File: src/hw/lcdt_defines.svh
// Purpose: Offsets, field positions, reset values and timing counts
// Assumes: 8-bit register address, 16-bit register data
// Notes: Included by the sequencer and top design files of the block
`ifndef LCDT_DEFINES_SVH
`define LCDT_DEFINES_SVH

// ----------------------------------------------------------------
// Register offsets
// ----------------------------------------------------------------
`define LCDT_OFS_PWR 8'h04
`define LCDT_OFS_VIDEO_MEMORY_CLOCK 8'h06
`define LCDT_OFS_VIDEO_CLOCK 8'h08
`define LCDT_OFS_FMC 8'h0a
`define LCDT_OFS_ADJ 8'h0c
`define LCDT_OFS_HDISP 8'h10
`define LCDT_OFS_HSYNC 8'h12
`define LCDT_OFS_VEND 8'h14
`define LCDT_OFS_VTOT 8'h16
`define LCDT_OFS_VSS 8'h18
`define LCDT_OFS_VSE 8'h1a
`define LCDT_OFS_SAL 8'h1c
`define LCDT_OFS_SAH 8'h1e

// ----------------------------------------------------------------
// Writable bit masks
// ----------------------------------------------------------------
`define LCDT_MSK_PWR 16'h003f
`define LCDT_MSK_GATE 16'h0001
`define LCDT_MSK_FMC 16'h1ffb
`define LCDT_MSK_ADJ 16'he7ff
`define LCDT_MSK_FULL 16'hffff
`define LCDT_MSK_LINE 16'h07ff
`define LCDT_MSK_VSE 16'h03ff
`define LCDT_MSK_SAH 16'h73ff

// ----------------------------------------------------------------
// Reset values
// ----------------------------------------------------------------
`define LCDT_RST_GATE 16'h0001
`define LCDT_RST_ZERO 16'h0000

// ----------------------------------------------------------------
// Field positions
// ----------------------------------------------------------------
`define LCDT_PWR_VEE 0
`define LCDT_PWR_PANEL 1
`define LCDT_PWR_VDD 2
`define LCDT_PWR_BL 3
`define LCDT_PWR_PD 4
`define LCDT_PWR_SR 5
`define LCDT_FMC_RC 12
`define LCDT_FMC_CAS_HI 11
`define LCDT_FMC_CAS_LO 10
`define LCDT_FMC_SCROFF 9
`define LCDT_FMC_MEMOFF 8
`define LCDT_FMC_THD_HI 7
`define LCDT_FMC_THD_LO 5
`define LCDT_FMC_CONF_HI 4
`define LCDT_FMC_CONF_LO 3
`define LCDT_FMC_DEP_HI 1
`define LCDT_FMC_DEP_LO 0

// ----------------------------------------------------------------
// Timing counts
// ----------------------------------------------------------------
`define LCDT_RC_SLOW 2'd3
`define LCDT_RC_FAST 2'd2
`define LCDT_CHAR_PIX 8
`define LCDT_PIX_LAST 3'd7
`define LCDT_TAP_PS 1500
`define LCDT_DEP_16 5'd16
`define LCDT_DEP_12 5'd12
`define LCDT_DEP_8 5'd8
`define LCDT_DEP_4 5'd4

`endif

File: src/hw/lcdt_pkg.sv
// Purpose: Types shared by the display timing block
// Assumes: Constants come from lcdt_defines.svh
// Notes: Sequencer and top state is held in these structs
package lcdt_pkg;

    // ------------------------------------------------------------
    // Register file
    // ------------------------------------------------------------
    typedef struct packed {
        logic [15:0] pwr;
        logic [15:0] video_memory_clock;
        logic [15:0] video_clock;
        logic [15:0] fmc;
        logic [15:0] adj;
        logic [15:0] hdisp;
        logic [15:0] hsync;
        logic [15:0] vend;
        logic [15:0] vtot;
        logic [15:0] vss;
        logic [15:0] vse;
        logic [15:0] sal;
        logic [15:0] sah;
    } lcdt_regs_t;

    // ------------------------------------------------------------
    // Register port
    // ------------------------------------------------------------
    typedef struct packed {
        logic [7:0] addr;
        logic [15:0] wdata;
        logic wr;
        logic rd;
    } lcdt_bus_req_t;

    // ------------------------------------------------------------
    // DRAM sequencer
    // ------------------------------------------------------------
    typedef enum logic [1:0] {
        LCDT_SQ_IDLE = 2'b00,
        LCDT_SQ_RAS = 2'b01,
        LCDT_SQ_CAS = 2'b10,
        LCDT_SQ_PRE = 2'b11
    } lcdt_seq_e_t;

    typedef struct packed {
        lcdt_seq_e_t state;
        logic [1:0] cnt;
        logic ras_n;
        logic cas_n;
        logic [9:0] addr;
        logic [9:0] col;
    } lcdt_seq_st_t;

    // ------------------------------------------------------------
    // Top state
    // ------------------------------------------------------------
    typedef struct packed {
        lcdt_regs_t regs;
        logic [15:0] rdata;
        logic vsync;
        logic [2:0] skip;
        logic burst;
        logic [4:0] level;
        logic [20:0] line_addr;
        logic [20:0] fetch_addr;
        logic [15:0] word;
        logic lp;
        logic fm;
        logic de;
        logic [15:0] data;
        logic bank;
    } lcdt_state_t;

endpackage

File: src/hw/lcdt_wrap_cnt.sv
// Purpose: Counter that wraps to zero after a programmed limit
// Assumes: Limit may change at any time; compare is greater-or-equal
// Notes: Wrap is a one-cycle pulse on the stepping edge
`timescale 1ns/1ps
`default_nettype none
module lcdt_wrap_cnt #(
    parameter int W = 8
) (
    // Clock and reset
    input wire logic ref_clk,
    input wire logic resetn,
    // Control
    input wire logic step,
    input wire logic clear,
    input wire logic [W-1:0] limit,
    // Count
    output logic [W-1:0] count,
    output logic wrap
);
    import lcdt_pkg::*;

    typedef struct packed {
        logic [W-1:0] cnt;
    } lcdt_cnt_st_t;

    lcdt_cnt_st_t st_r;
    lcdt_cnt_st_t st_nxt;

    // --------------------------------------------------------------
    // Next state
    // --------------------------------------------------------------
    always_comb begin
        st_nxt = st_r;
        wrap = step && (st_r.cnt >= limit);
        if (clear) begin
            st_nxt.cnt = '0;
        end else if (wrap) begin
            st_nxt.cnt = '0;
        end else if (step) begin
            st_nxt.cnt = st_r.cnt + 1'b1;
        end
    end

    always_ff @(posedge ref_clk or negedge resetn) begin
        if (!resetn) begin
            st_r <= '0;
        end else begin
            st_r <= st_nxt;
        end
    end

    assign count = st_r.cnt;
endmodule
`default_nettype wire

File: src/hw/lcdt_dram_seq.sv
// Purpose: One read cycle on the frame-buffer DRAM
// Assumes: Memory clock is ref_clk; read data valid while column strobe low
// Notes: Column address is set one cycle before column strobe falls
`timescale 1ns/1ps
`default_nettype none
`include "lcdt_defines.svh"
module lcdt_dram_seq (
    // Clock and reset
    input wire logic ref_clk,
    input wire logic resetn,
    // Request
    input wire logic start,
    input wire logic row_to_column_select,
    input wire logic [9:0] row,
    input wire logic [9:0] col,
    // Status
    output logic busy,
    output logic done,
    // DRAM strobes
    output logic dram_row_strobe_n,
    output logic dram_column_strobe_n,
    output logic [9:0] dram_addr
);
    import lcdt_pkg::*;

    lcdt_seq_st_t st_r;
    lcdt_seq_st_t st_nxt;

    // --------------------------------------------------------------
    // Sequencer
    // --------------------------------------------------------------
    always_comb begin
        st_nxt = st_r;
        case (st_r.state)
            LCDT_SQ_IDLE: begin
                if (start) begin
                    st_nxt.state = LCDT_SQ_RAS;
                    st_nxt.ras_n = 1'b0;
                    st_nxt.addr = row;
                    st_nxt.col = col;
                    st_nxt.cnt = row_to_column_select ?
                        (`LCDT_RC_FAST - 2'd1) : (`LCDT_RC_SLOW - 2'd1);
                end
            end
            LCDT_SQ_RAS: begin
                if (st_r.cnt == 2'd1) begin
                    st_nxt.addr = st_r.col;
                end
                if (st_r.cnt == 2'd0) begin
                    st_nxt.state = LCDT_SQ_CAS;
                    st_nxt.cas_n = 1'b0;
                end else begin
                    st_nxt.cnt = st_r.cnt - 2'd1;
                end
            end
            LCDT_SQ_CAS: begin
                st_nxt.state = LCDT_SQ_PRE;
                st_nxt.ras_n = 1'b1;
                st_nxt.cas_n = 1'b1;
            end
            LCDT_SQ_PRE: begin
                st_nxt.state = LCDT_SQ_IDLE;
            end
            default: begin
                st_nxt.state = LCDT_SQ_IDLE;
                st_nxt.ras_n = 1'b1;
                st_nxt.cas_n = 1'b1;
            end
        endcase
    end

    always_ff @(posedge ref_clk or negedge resetn) begin
        if (!resetn) begin
            st_r <= '{state: LCDT_SQ_IDLE, cnt: 2'd0, ras_n: 1'b1, cas_n: 1'b1,
                      addr: 10'h000, col: 10'h000};
        end else begin
            st_r <= st_nxt;
        end
    end

    assign busy = (st_r.state != LCDT_SQ_IDLE);
    assign done = (st_r.state == LCDT_SQ_CAS);
    assign dram_row_strobe_n = st_r.ras_n;
    assign dram_column_strobe_n = st_r.cas_n;
    assign dram_addr = st_r.addr;
endmodule
`default_nettype wire

File: src/hw/lcdt_top.sv
// Purpose: Register-controlled LCD timing, power and frame-fetch core
// Assumes: Video and memory clocks are ref_clk, gated by enable bits
// Notes: DRAM read data is synchronous to the strobes driven here
//
// The address-and-strobe port was chosen for this implementation.
`timescale 1ns/1ps
`default_nettype none
`include "lcdt_defines.svh"
module lcdt_top (
    // Clock and reset
    input wire logic ref_clk,
    input wire logic resetn,
    // Register port
    input wire lcdt_pkg::lcdt_bus_req_t bus_req,
    output logic [15:0] bus_rdata,
    // Panel type
    input wire logic dual_scan_color,
    // Power and clock gates
    output logic panel_vdd_en,
    output logic panel_vee_en,
    output logic backlight_on,
    output logic power_down_enable,
    output logic self_refresh_enable,
    output logic video_clock_en,
    output logic video_memory_clock_en,
    // Panel signals
    output logic panel_line_pulse,
    output logic panel_frame_marker,
    output logic panel_data_enable,
    output logic [15:0] panel_data,
    // Frame-buffer DRAM
    output logic [9:0] dram_addr,
    output logic [1:0] dram_row_strobe_n,
    output logic [1:0] dram_column_strobe_n,
    output logic [1:0] column_strobe_tuning,
    output logic dram_oe,
    input wire logic [15:0] dram_rdata,
    // Memory configuration
    output logic mem_two_chips,
    output logic mem_large,
    output logic mem_invalid
);
    import lcdt_pkg::*;

    lcdt_state_t st_r;
    lcdt_state_t st_nxt;

    logic [2:0] pix;
    logic pix_wrap;
    logic [7:0] hchar;
    logic hchar_wrap;
    logic [10:0] vline;
    logic vline_wrap;
    logic video_clock_on;
    logic video_memory_clock_on;
    logic seq_start;
    logic seq_busy;
    logic seq_done;
    logic seq_ras_n;
    logic seq_cas_n;
    logic [4:0] depth;
    logic [4:0] empty;
    logic [2:0] threshold;
    logic [1:0] conf;
    logic h_active;
    logic v_active;
    logic hsync_win;
    logic line_end;
    logic consume;
    logic fill;
    logic [20:0] frame_start;
    logic [20:0] line_step;
    logic mem_ok;

    // --------------------------------------------------------------
    // Field decode
    // --------------------------------------------------------------
    assign video_memory_clock_on = st_r.regs.video_memory_clock[0];
    assign video_clock_on = st_r.regs.video_clock[0];
    assign threshold = st_r.regs.fmc[`LCDT_FMC_THD_HI:`LCDT_FMC_THD_LO];
    assign conf = st_r.regs.fmc[`LCDT_FMC_CONF_HI:`LCDT_FMC_CONF_LO];
    assign mem_two_chips = (conf == 2'b10);
    assign mem_large = (conf == 2'b01);
    assign mem_invalid = (conf == 2'b11);
    assign mem_ok = !mem_invalid && video_memory_clock_on && !st_r.regs.fmc[`LCDT_FMC_MEMOFF];
    assign frame_start = {st_r.regs.sah[14:12], st_r.regs.sal, 2'b00};
    assign line_step = {8'h00, st_r.regs.sah[9:0], 3'b000};

    always_comb begin
        case (st_r.regs.fmc[`LCDT_FMC_DEP_HI:`LCDT_FMC_DEP_LO])
            2'b00: depth = `LCDT_DEP_16;
            2'b01: depth = `LCDT_DEP_12;
            2'b10: depth = `LCDT_DEP_8;
            default: depth = `LCDT_DEP_4;
        endcase
    end

    // --------------------------------------------------------------
    // Timing counters
    // --------------------------------------------------------------
    lcdt_wrap_cnt #(.W(3)) u_pix (
        .ref_clk(ref_clk),
        .resetn(resetn),
        .step(video_clock_on),
        .clear(1'b0),
        .limit(`LCDT_PIX_LAST),
        .count(pix),
        .wrap(pix_wrap)
    );

    lcdt_wrap_cnt #(.W(8)) u_hchar (
        .ref_clk(ref_clk),
        .resetn(resetn),
        .step(pix_wrap),
        .clear(1'b0),
        .limit(st_r.regs.hdisp[7:0]),
        .count(hchar),
        .wrap(hchar_wrap)
    );

    lcdt_wrap_cnt #(.W(11)) u_vline (
        .ref_clk(ref_clk),
        .resetn(resetn),
        .step(hchar_wrap),
        .clear(1'b0),
        .limit(st_r.regs.vtot[10:0]),
        .count(vline),
        .wrap(vline_wrap)
    );

    assign line_end = hchar_wrap;
    assign h_active = (hchar <= st_r.regs.hdisp[15:8]);
    assign v_active = (vline <= st_r.regs.vend[10:0]);
    assign hsync_win = (hchar >= st_r.regs.hsync[7:0]) &&
        (hchar < st_r.regs.hsync[15:8]);

    // --------------------------------------------------------------
    // Fetch buffer occupancy
    // --------------------------------------------------------------
    assign empty = (depth > st_r.level) ? (depth - st_r.level) : 5'd0;
    assign consume = pix_wrap && h_active && v_active && (st_r.level != 5'd0);
    assign fill = seq_done;
    assign seq_start = mem_ok && !seq_busy && !line_end &&
        (st_r.burst ? (st_r.level < depth) : (empty > {2'b00, threshold}));

    lcdt_dram_seq u_seq (
        .ref_clk(ref_clk),
        .resetn(resetn),
        .start(seq_start),
        .row_to_column_select(st_r.regs.fmc[`LCDT_FMC_RC]),
        .row(st_r.fetch_addr[20:11]),
        .col(st_r.fetch_addr[10:1]),
        .busy(seq_busy),
        .done(seq_done),
        .dram_row_strobe_n(seq_ras_n),
        .dram_column_strobe_n(seq_cas_n),
        .dram_addr(dram_addr)
    );

    // --------------------------------------------------------------
    // Next state
    // --------------------------------------------------------------
    always_comb begin
        st_nxt = st_r;
        // Register writes
        if (bus_req.wr) begin
            case (bus_req.addr)
                `LCDT_OFS_PWR: st_nxt.regs.pwr = bus_req.wdata & `LCDT_MSK_PWR;
                `LCDT_OFS_VIDEO_MEMORY_CLOCK: st_nxt.regs.video_memory_clock = bus_req.wdata & `LCDT_MSK_GATE;
                `LCDT_OFS_VIDEO_CLOCK: st_nxt.regs.video_clock = bus_req.wdata & `LCDT_MSK_GATE;
                `LCDT_OFS_FMC: st_nxt.regs.fmc = bus_req.wdata & `LCDT_MSK_FMC;
                `LCDT_OFS_ADJ: st_nxt.regs.adj = bus_req.wdata & `LCDT_MSK_ADJ;
                `LCDT_OFS_HDISP: st_nxt.regs.hdisp = bus_req.wdata & `LCDT_MSK_FULL;
                `LCDT_OFS_HSYNC: st_nxt.regs.hsync = bus_req.wdata & `LCDT_MSK_FULL;
                `LCDT_OFS_VEND: st_nxt.regs.vend = bus_req.wdata & `LCDT_MSK_LINE;
                `LCDT_OFS_VTOT: st_nxt.regs.vtot = bus_req.wdata & `LCDT_MSK_LINE;
                `LCDT_OFS_VSS: st_nxt.regs.vss = bus_req.wdata & `LCDT_MSK_LINE;
                `LCDT_OFS_VSE: st_nxt.regs.vse = bus_req.wdata & `LCDT_MSK_VSE;
                `LCDT_OFS_SAL: st_nxt.regs.sal = bus_req.wdata & `LCDT_MSK_FULL;
                `LCDT_OFS_SAH: st_nxt.regs.sah = bus_req.wdata & `LCDT_MSK_SAH;
                default: st_nxt.regs = st_r.regs;
            endcase
        end
        // Register reads
        if (bus_req.rd) begin
            case (bus_req.addr)
                `LCDT_OFS_PWR: st_nxt.rdata = st_r.regs.pwr;
                `LCDT_OFS_VIDEO_MEMORY_CLOCK: st_nxt.rdata = st_r.regs.video_memory_clock;
                `LCDT_OFS_VIDEO_CLOCK: st_nxt.rdata = st_r.regs.video_clock;
                `LCDT_OFS_FMC: st_nxt.rdata = st_r.regs.fmc;
                `LCDT_OFS_ADJ: st_nxt.rdata = st_r.regs.adj;
                `LCDT_OFS_HDISP: st_nxt.rdata = st_r.regs.hdisp;
                `LCDT_OFS_HSYNC: st_nxt.rdata = st_r.regs.hsync;
                `LCDT_OFS_VEND: st_nxt.rdata = st_r.regs.vend;
                `LCDT_OFS_VTOT: st_nxt.rdata = st_r.regs.vtot;
                `LCDT_OFS_VSS: st_nxt.rdata = st_r.regs.vss;
                `LCDT_OFS_VSE: st_nxt.rdata = st_r.regs.vse;
                `LCDT_OFS_SAL: st_nxt.rdata = st_r.regs.sal;
                `LCDT_OFS_SAH: st_nxt.rdata = st_r.regs.sah;
                default: st_nxt.rdata = 16'h0000;
            endcase
        end else begin
            st_nxt.rdata = 16'h0000;
        end

        // Vertical sync window
        if (line_end && (vline == st_r.regs.vss[10:0])) begin
            st_nxt.vsync = 1'b1;
        end else if (line_end && (vline[3:0] == st_r.regs.vse[3:0])) begin
            st_nxt.vsync = 1'b0;
        end

        // Line pulse skipping at mid-frame and frame end
        if (line_end && dual_scan_color &&
                (vline == st_r.regs.adj[10:0])) begin
            st_nxt.skip = st_r.regs.vse[6:4];
        end else if (vline_wrap && dual_scan_color) begin
            st_nxt.skip = st_r.regs.vse[9:7];
        end else if (line_end && (st_r.skip != 3'd0)) begin
            st_nxt.skip = st_r.skip - 3'd1;
        end

        // Buffer level, burst and fetch address
        if (fill) begin
            st_nxt.word = dram_rdata;
            st_nxt.fetch_addr = st_r.fetch_addr + 21'd2;
        end
        if (fill && !consume) begin
            st_nxt.level = st_r.level + 5'd1;
        end else if (consume && !fill) begin
            st_nxt.level = st_r.level - 5'd1;
        end
        if (seq_start) begin
            st_nxt.burst = 1'b1;
        end else if (st_r.level >= depth) begin
            st_nxt.burst = 1'b0;
        end
        if (vline_wrap) begin
            st_nxt.line_addr = frame_start;
            st_nxt.fetch_addr = frame_start;
            st_nxt.level = 5'd0;
            st_nxt.burst = 1'b0;
        end else if (line_end && v_active) begin
            st_nxt.line_addr = st_r.line_addr + line_step;
            st_nxt.fetch_addr = st_r.line_addr + line_step;
            st_nxt.level = 5'd0;
            st_nxt.burst = 1'b0;
        end

        // Panel outputs
        st_nxt.lp = st_r.regs.pwr[`LCDT_PWR_PANEL] && hsync_win &&
            (st_r.skip == 3'd0);
        st_nxt.fm = st_r.regs.pwr[`LCDT_PWR_PANEL] && st_r.vsync;
        st_nxt.de = st_r.regs.pwr[`LCDT_PWR_PANEL] && video_clock_on && h_active && v_active &&
            !st_r.regs.fmc[`LCDT_FMC_SCROFF] &&
            !((hchar == 8'h00) && (pix < st_r.regs.adj[15:13]));
        st_nxt.data = st_nxt.de ? st_r.word : 16'h0000;
        if (seq_start) begin
            st_nxt.bank = mem_two_chips ? st_r.fetch_addr[20] : 1'b0;
        end
    end

    // --------------------------------------------------------------
    // State register
    // --------------------------------------------------------------
    always_ff @(posedge ref_clk or negedge resetn) begin
        if (!resetn) begin
            st_r <= '0;
            st_r.regs.video_memory_clock <= `LCDT_RST_GATE;
            st_r.regs.video_clock <= `LCDT_RST_GATE;
            st_r.regs.fmc <= `LCDT_RST_ZERO;
        end else begin
            st_r <= st_nxt;
        end
    end

    // --------------------------------------------------------------
    // Outputs
    // --------------------------------------------------------------
    assign bus_rdata = st_r.rdata;
    assign panel_vdd_en = st_r.regs.pwr[`LCDT_PWR_VDD];
    assign panel_vee_en = st_r.regs.pwr[`LCDT_PWR_VEE];
    assign backlight_on = st_r.regs.pwr[`LCDT_PWR_BL] && st_r.regs.pwr[`LCDT_PWR_VEE];
    assign power_down_enable = st_r.regs.pwr[`LCDT_PWR_PD];
    assign self_refresh_enable = st_r.regs.pwr[`LCDT_PWR_SR];
    assign video_clock_en = video_clock_on;
    assign video_memory_clock_en = video_memory_clock_on;
    assign panel_line_pulse = st_r.lp;
    assign panel_frame_marker = st_r.fm;
    assign panel_data_enable = st_r.de;
    assign panel_data = st_r.data;
    assign column_strobe_tuning = st_r.regs.fmc[`LCDT_FMC_CAS_HI:`LCDT_FMC_CAS_LO];
    assign dram_row_strobe_n = st_r.bank ? {seq_ras_n, 1'b1} : {1'b1, seq_ras_n};
    assign dram_column_strobe_n = st_r.bank ? {seq_cas_n, 1'b1} : {1'b1, seq_cas_n};
    assign dram_oe = !st_r.regs.fmc[`LCDT_FMC_MEMOFF];
endmodule
`default_nettype wire

File: config.mk
export PLATFORM = sky130hd
export DESIGN_NAME = lcdt_top
export DESIGN_NICKNAME = d
export VERILOG_FILES = /design/src/hw/lcdt_pkg.sv /design/src/hw/lcdt_wrap_cnt.sv /design/src/hw/lcdt_dram_seq.sv /design/src/hw/lcdt_top.sv
export VERILOG_INCLUDE_DIRS = /design/src /design/src/hw
export SDC_FILE = /design/constraint.sdc
export NUM_CORES = 1
export LEC_CHECK = 0
export BUFFER_PORTS_ARGS = -buffer_cell sky130_fd_sc_hd__buf_2
export CORE_MARGIN = 2
export CORE_UTILIZATION = 40
export CTS_CLUSTER_DIAMETER = 200
export DETAILED_ROUTE_END_ITERATION = 10
export PLACE_DENSITY_LB_ADDON = 0.12
export SLEW_MARGIN = 5
export SYNTH_ARGS = -nofsm -noshare
export SYNTH_HDL_FRONTEND = slang
export SYNTH_SLANG_ARGS = --single-unit
File: constraint.sdc
create_clock -name ref_clk -period 9.3 [get_ports ref_clk]
set_input_delay 1.86 -clock ref_clk [delete_from_list [all_inputs] [get_ports ref_clk]]
set_output_delay 1.86 -clock ref_clk [all_outputs]
set_load 0.02 [all_outputs]
# Yosys cells after proc, flatten, opt, wreduce, memory -nomap -nowiden
# Cells that the tools add are included.
# word_totals
regBits,290
input_bits,45
elab_cells,203
# classes
addsub,10
order_cmp,12
n_eq_ne,29
mux,39
reduce_logical,78
# ops
cell,count
case mux 16 bit (13 select lines),1
2-to-1 mux 48 bit,2
equality test 8 x 5 -> 1 bit (second input constant),8
2-to-1 mux 37 bit,1
AND reduction 2 bit,17
2-to-1 mux 16 bit,2
logical AND 1 bit,31
equality test 8 x 4 -> 1 bit (second input constant),3
equality test 11 bit,2
2-to-1 mux 11 bit,2
adder 21 x 13 -> 21 bit,1
adder 21 x 2 -> 21 bit (second input constant),1
2-to-1 mux 20 bit,1
2-to-1 mux 5 bit,4
case mux 10 bit (2 select lines),1
nonzero test 2 bit,9
equality test 8 x 3 -> 1 bit (second input constant),2
>= comparator 8 bit,2
2-to-1 mux 8 bit,2
2-to-1 mux 3 bit,5
case mux 5 bit (3 select lines),1
adder 11 x 1 -> 11 bit (second input constant),1
>= comparator 11 bit,1
<= comparator 11 bit,1
other kinds (34),67

# Longest topological paths before layout
# depth
depth_word,10
depth_mapped,19
ltp_nobuf,18

# Cells and area by module
# From an unflattened synthesis, not the netlist that was laid out.
# hier_totals
cells_unflattened,1511
hier_area_um2,16173.0
# by_module_without_submodules
mod,n_inst,cells_per_inst,area_each_um2,seq_area_each_um2
lcdt_top,1,1177,12936.2,5983.2
lcdt_dram_seq,1,106,1337.5,653.1
lcdt_wrap_cnt at u_vline,1,121,963.4,275.3
lcdt_wrap_cnt at u_hchar,1,81,676.9,200.2
lcdt_wrap_cnt at u_pix,1,26,259.0,75.1

# Worst setup path after synthesis
# No wires, ideal clock.
# synth_path
kind,input to register
start,input bus_req[18] in the netlist's numbering
end,"register st_r, in the netlist frame_start[10]"
arrival_time_ns,3.745
slack_ns,5.430
stages,7
path_buffers,1
path_cell_list,or4_1 nor2_1 nand2_1 nor2_1 nand2_1 clkbuf_1 mux2_2
# synth_via
elab_chain_cells,2
# synth_lines
element,line_no,text
from (decl),lcdt_top.sv:14,"input wire lcdt_pkg::lcdt_bus_req_t bus_req,"
equality test 8 x 5 -> 1 bit,lcdt_top.sv:167,case (bus_req.addr)
AND reduction 2 bit (no source line),--,
to (signal assigned),lcdt_top.sv:273,st_r <= st_nxt;
to (decl),lcdt_top.sv:45,lcdt_state_t st_r;
# Every way passes these cells.
# A chain may end at the register's enable or synchronous reset.

# Final worst setup path
# layout_path
start,register st_r[248] in the netlist's numbering
end,"register u_seq.st_r, in the netlist u_seq.dram_addr[9]"
# layout_via
elab_chain_cells,9
word_cells_on_any_way,13
cone_classes,add/sub: 1; order compare: 3; eq/ne: 3; mux: 3; reduce/logical: 3
# layout_lines
element,line_no,text
equality test 2 bit (tied with other cells),lcdt_top.sv:90,case (st_r.regs.fmc[`LCDT_FMC_DEP_HI:`LCDT_FMC_DEP_LO])
case mux 5 bit (3 select lines) (*),lcdt_top.sv:90,
subtractor 5 bit or > comparator 5 bit (tied branches),lcdt_top.sv:140,assign empty = (depth > st_r.level) ? (depth - st_r.level) : 5'd0;
2-to-1 mux 5 bit,lcdt_top.sv:140,
> comparator 5 x 3 -> 1 bit,lcdt_top.sv:144,"(st_r.burst ? (st_r.level < depth) : (empty > {2'b00, threshold}));"
2-to-1 mux 1 bit (*),lcdt_top.sv:144,
logical AND 1 bit (*),lcdt_top.sv:143,assign seq_start = mem_ok && !seq_busy && !line_end &&
!= test 2 bit (no source line) (*),--,
AND reduction 3 bit (no source line) (*),--,
to (signal assigned),lcdt_dram_seq.sv:74,"st_r <= '{state: LCDT_SQ_IDLE, cnt: 2'd0, ras_n: 1'b1, cas_n: 1'b1,"
to (signal assigned),lcdt_dram_seq.sv:77,st_r <= st_nxt;
to (decl),lcdt_dram_seq.sv:26,lcdt_seq_st_t st_r;
# Every way passes the cells marked *; elsewhere a longest branch is shown, timed or not.

==> reports/qor.yml <==
hold_class: "flop to flop"
cp-end-kind: "flop"
cts_max_level: 2
arrival_ps: 5070
post-dp-hpwl_mm: 33.6
wl_mm: 46.9
netlist_instances: 1448
syn_nets: 1587
grt_pass1_wl_mm: 71.6
fmax_mhz: 215
rsz0062_at_grt: "false"
fin_area_um2: 17600
setup_viol: 0
cts_num_sinks: 287
cts_resized: 0
cp_max_fo: 30
rows: 72
grt_overflow_total: 0
grt.total_usage_pct: 23.3
reg2reg_depth: 16
vias: 11500
dieHeight_um: 202
finalHoldViolCount: 0
post-synth-top-area-fraction_pct: 45.3
maxCapViolCount: 0
cts_setup_buffers: 0
skew_ps: 18.3
drc_errors: 0
dieWidth_um: 202
power.density_nw_per_um2: 207
port_buffers: 106
seq_area_um2: 7190
yosys_warnings: 0
multi_input_area_um2: 7570
drv_slew: 0
synth_seq_cells: 287
nNetsFinal: 1633
dieArea_um2: 40700
yosys.area.top_type: "dfrtp_1"
ios: 107
initial_core_util_pct: 40.4
area_delta_synth_final_pct: 12.7
vias_per_cell: 5.64
grt_pass1_vias: 11500
clk_pin_slew_ps: 50
worstMarginPinSlew_ps: 1170
post-route-util_pct: 45.6
grt_max_degree: 112
crit_type: "flop to flop"
max_slew_margin_pct: 21.4
cts-root-buf: "clkbuf_16"
yosys-top-cells-area: "dfrtp_1 (45%), mux2_2 (12%), ha_1 (7.4%)"
design.core.area_um2: 38600
wl_per_cell_um: 23.0
status: "finished, final reports clean"
drt_pass1_iterations: 5
postRouteAntennaNets: 0
syn_area_per_cell_um2: 10.8
min_period_ps: 4650
yosys-top-cells-count: "dfrtp_1 (283), mux2_2 (172), nand2_1 (102)"
synth-async-reset-ratio_pct: 100
cts_tree: "done"
insertion_delay_ps: 540
ys_seq_area_share_pct: 46.0
ir_drop_mv: 0.118
cts_made_buffers: 36
dpl_cell_area_um2: 16400
antenna_found_initial: 0
period_share_pct: 50.0
final.setup.worst_slack_ps: 4650
yosys.cell_count.top_type: "dfrtp_1"
required_ps: 9720
post-place-ws_ps: 4510
ys_types: 75
antennaDiodeCount: 0
synth_ff_type: "dfrtp_1"
gp_congestion: 0.901
syn_area_um2: 15600
cts.path.max_buffers: 3
n_fill_cell: 3623
hold_buffers: 0
whs_path_depth: 1
drt_iter0_markers: 795
startpoint_type: "flop"
leakage_nw: 8.48
synth_edf_count: 0
fin_setup_tns_ps: 0
drive_above_1_share_pct: 25.3
worst paths after layout:
check | startpoint | to | slack [ps]
worst max-delay path | st_r[248] | u_seq.dram_addr[9] | 4650
worst min-delay path | st_r[26] | panel_data[6] | 470
worst max register to register | st_r[248] | u_seq.dram_addr[9] | 4650
worst min register to register | st_r[26] | panel_data[6] | 470
max in group asynchronous | resetn | st_r[226] | 6510
min in group asynchronous | resetn | u_seq.dram_addr[0] | 1390
sequential cells by signal (all words and copies together), names as in the netlist, 2 cells and up:
name,flops
line_step,10
conf,2
frame_start,19
column_strobe_tuning,2
u_seq.dram_addr,10
u_seq.st_r,14
panel_data,16
bus_rdata,16
u_vline.count,11
st_r,165
u_pix.count,3
u_hchar.count,8
kinds of logic (layout without fill, tap and decap cells):
group                    Yosys count  after routing  share of synthesized area [%]
buffers and inverters            195            267                           5.80
multiplexers                     186            186                           13.4
AO/OA/AOI/OAI                    311            311                           13.9
flip-flops                       287            287                           46.0
adder cells (fa/ha/maj)           94             94                           7.62
XOR/XNOR                          54             54                           3.03
AND/OR/NAND/NOR                  321            321                           10.3
layout by cell type, fill, tap and decap left out, types with 19 or more instances in the layout:
master / synthesis / routed
clkbuf_16: 0 / 37
mux2_2: 172 / 172
o21ai_0: 59 / 59
nand3_1: 31 / 31
xor2_1: 26 / 26
o21a_1: 19 / 19
ha_1: 92 / 91
nand2_1: 102 / 102
inv_1: 82 / 82
a21oi_1: 48 / 47
dfrtp_1: 283 / 283
and2_1: 22 / 22
nor2_1: 56 / 55
xnor2_1: 28 / 28
a22oi_1: 44 / 44
and3_1: 19 / 19
a21o_1: 25 / 25
buf_2: 2 / 105
layout make-up:
cell class,count,share of cell area [%]
inverter,82,1.75
sequential,287,40.8
tap,518,3.68
multi-input combinational,966,42.9
timing repair buffer,121,3.71
clock buffer,52,6.20
clock inverter,12,0.930
critical path, stage by stage, from the launching register on:
cell and delay [ps]:
dfrtp_1 450, ha_1 220, or2_2 290, ha_1 320
nor3b_1 190, o21a_1 200, o21a_1 190, o21a_1 210
and2_1 170, ha_1 290, nor2b_1 150, o21a_1 120
o21ai_0 90, nand3b_1 110, nand3_2 570, a21oi_4 560
mux2_2 390
report_power, final:
part           internal, mW  leakage (nW)  switching [mW]
Clock                 0.925         0.628           0.555
Combinational         0.307          3.95           0.400
Sequential             1.37          3.90           0.100
Total                  2.60          8.48            1.06
routing by layer:
layer | routed length (µm) | part of all wire [%] | up-vias | global-route usage, %
met4 | 2230 | 4.7 | 0 | 11.3
met1 | 20900 | 45 | 5784 | 31.0
met2 | 21600 | 46 | 332 | 37.1
li1 | - | - | 5288 | -
met3 | 2140 | 4.6 | 98 | 3.74
met5 | 0 | 0 | - | 0
per-stage QoR:
| step | hold WS (ps) | power [mW] | std cells |
|---|---|---|---|
| 2_1_floorplan | 449 | 1.99 | 1448 |
| 3_3_place_gp | 451 | 2.18 | 1974 |
| 3_5_place_dp | 461 | 2.20 | 1974 |
| 4_1_cts | 473 | 3.69 | 2038 |
| 5_1_grt | 488 | 3.84 | 2038 |
| 6_report | 471 | 3.66 | 2038 |
Power figures use the tool's default switching activity.
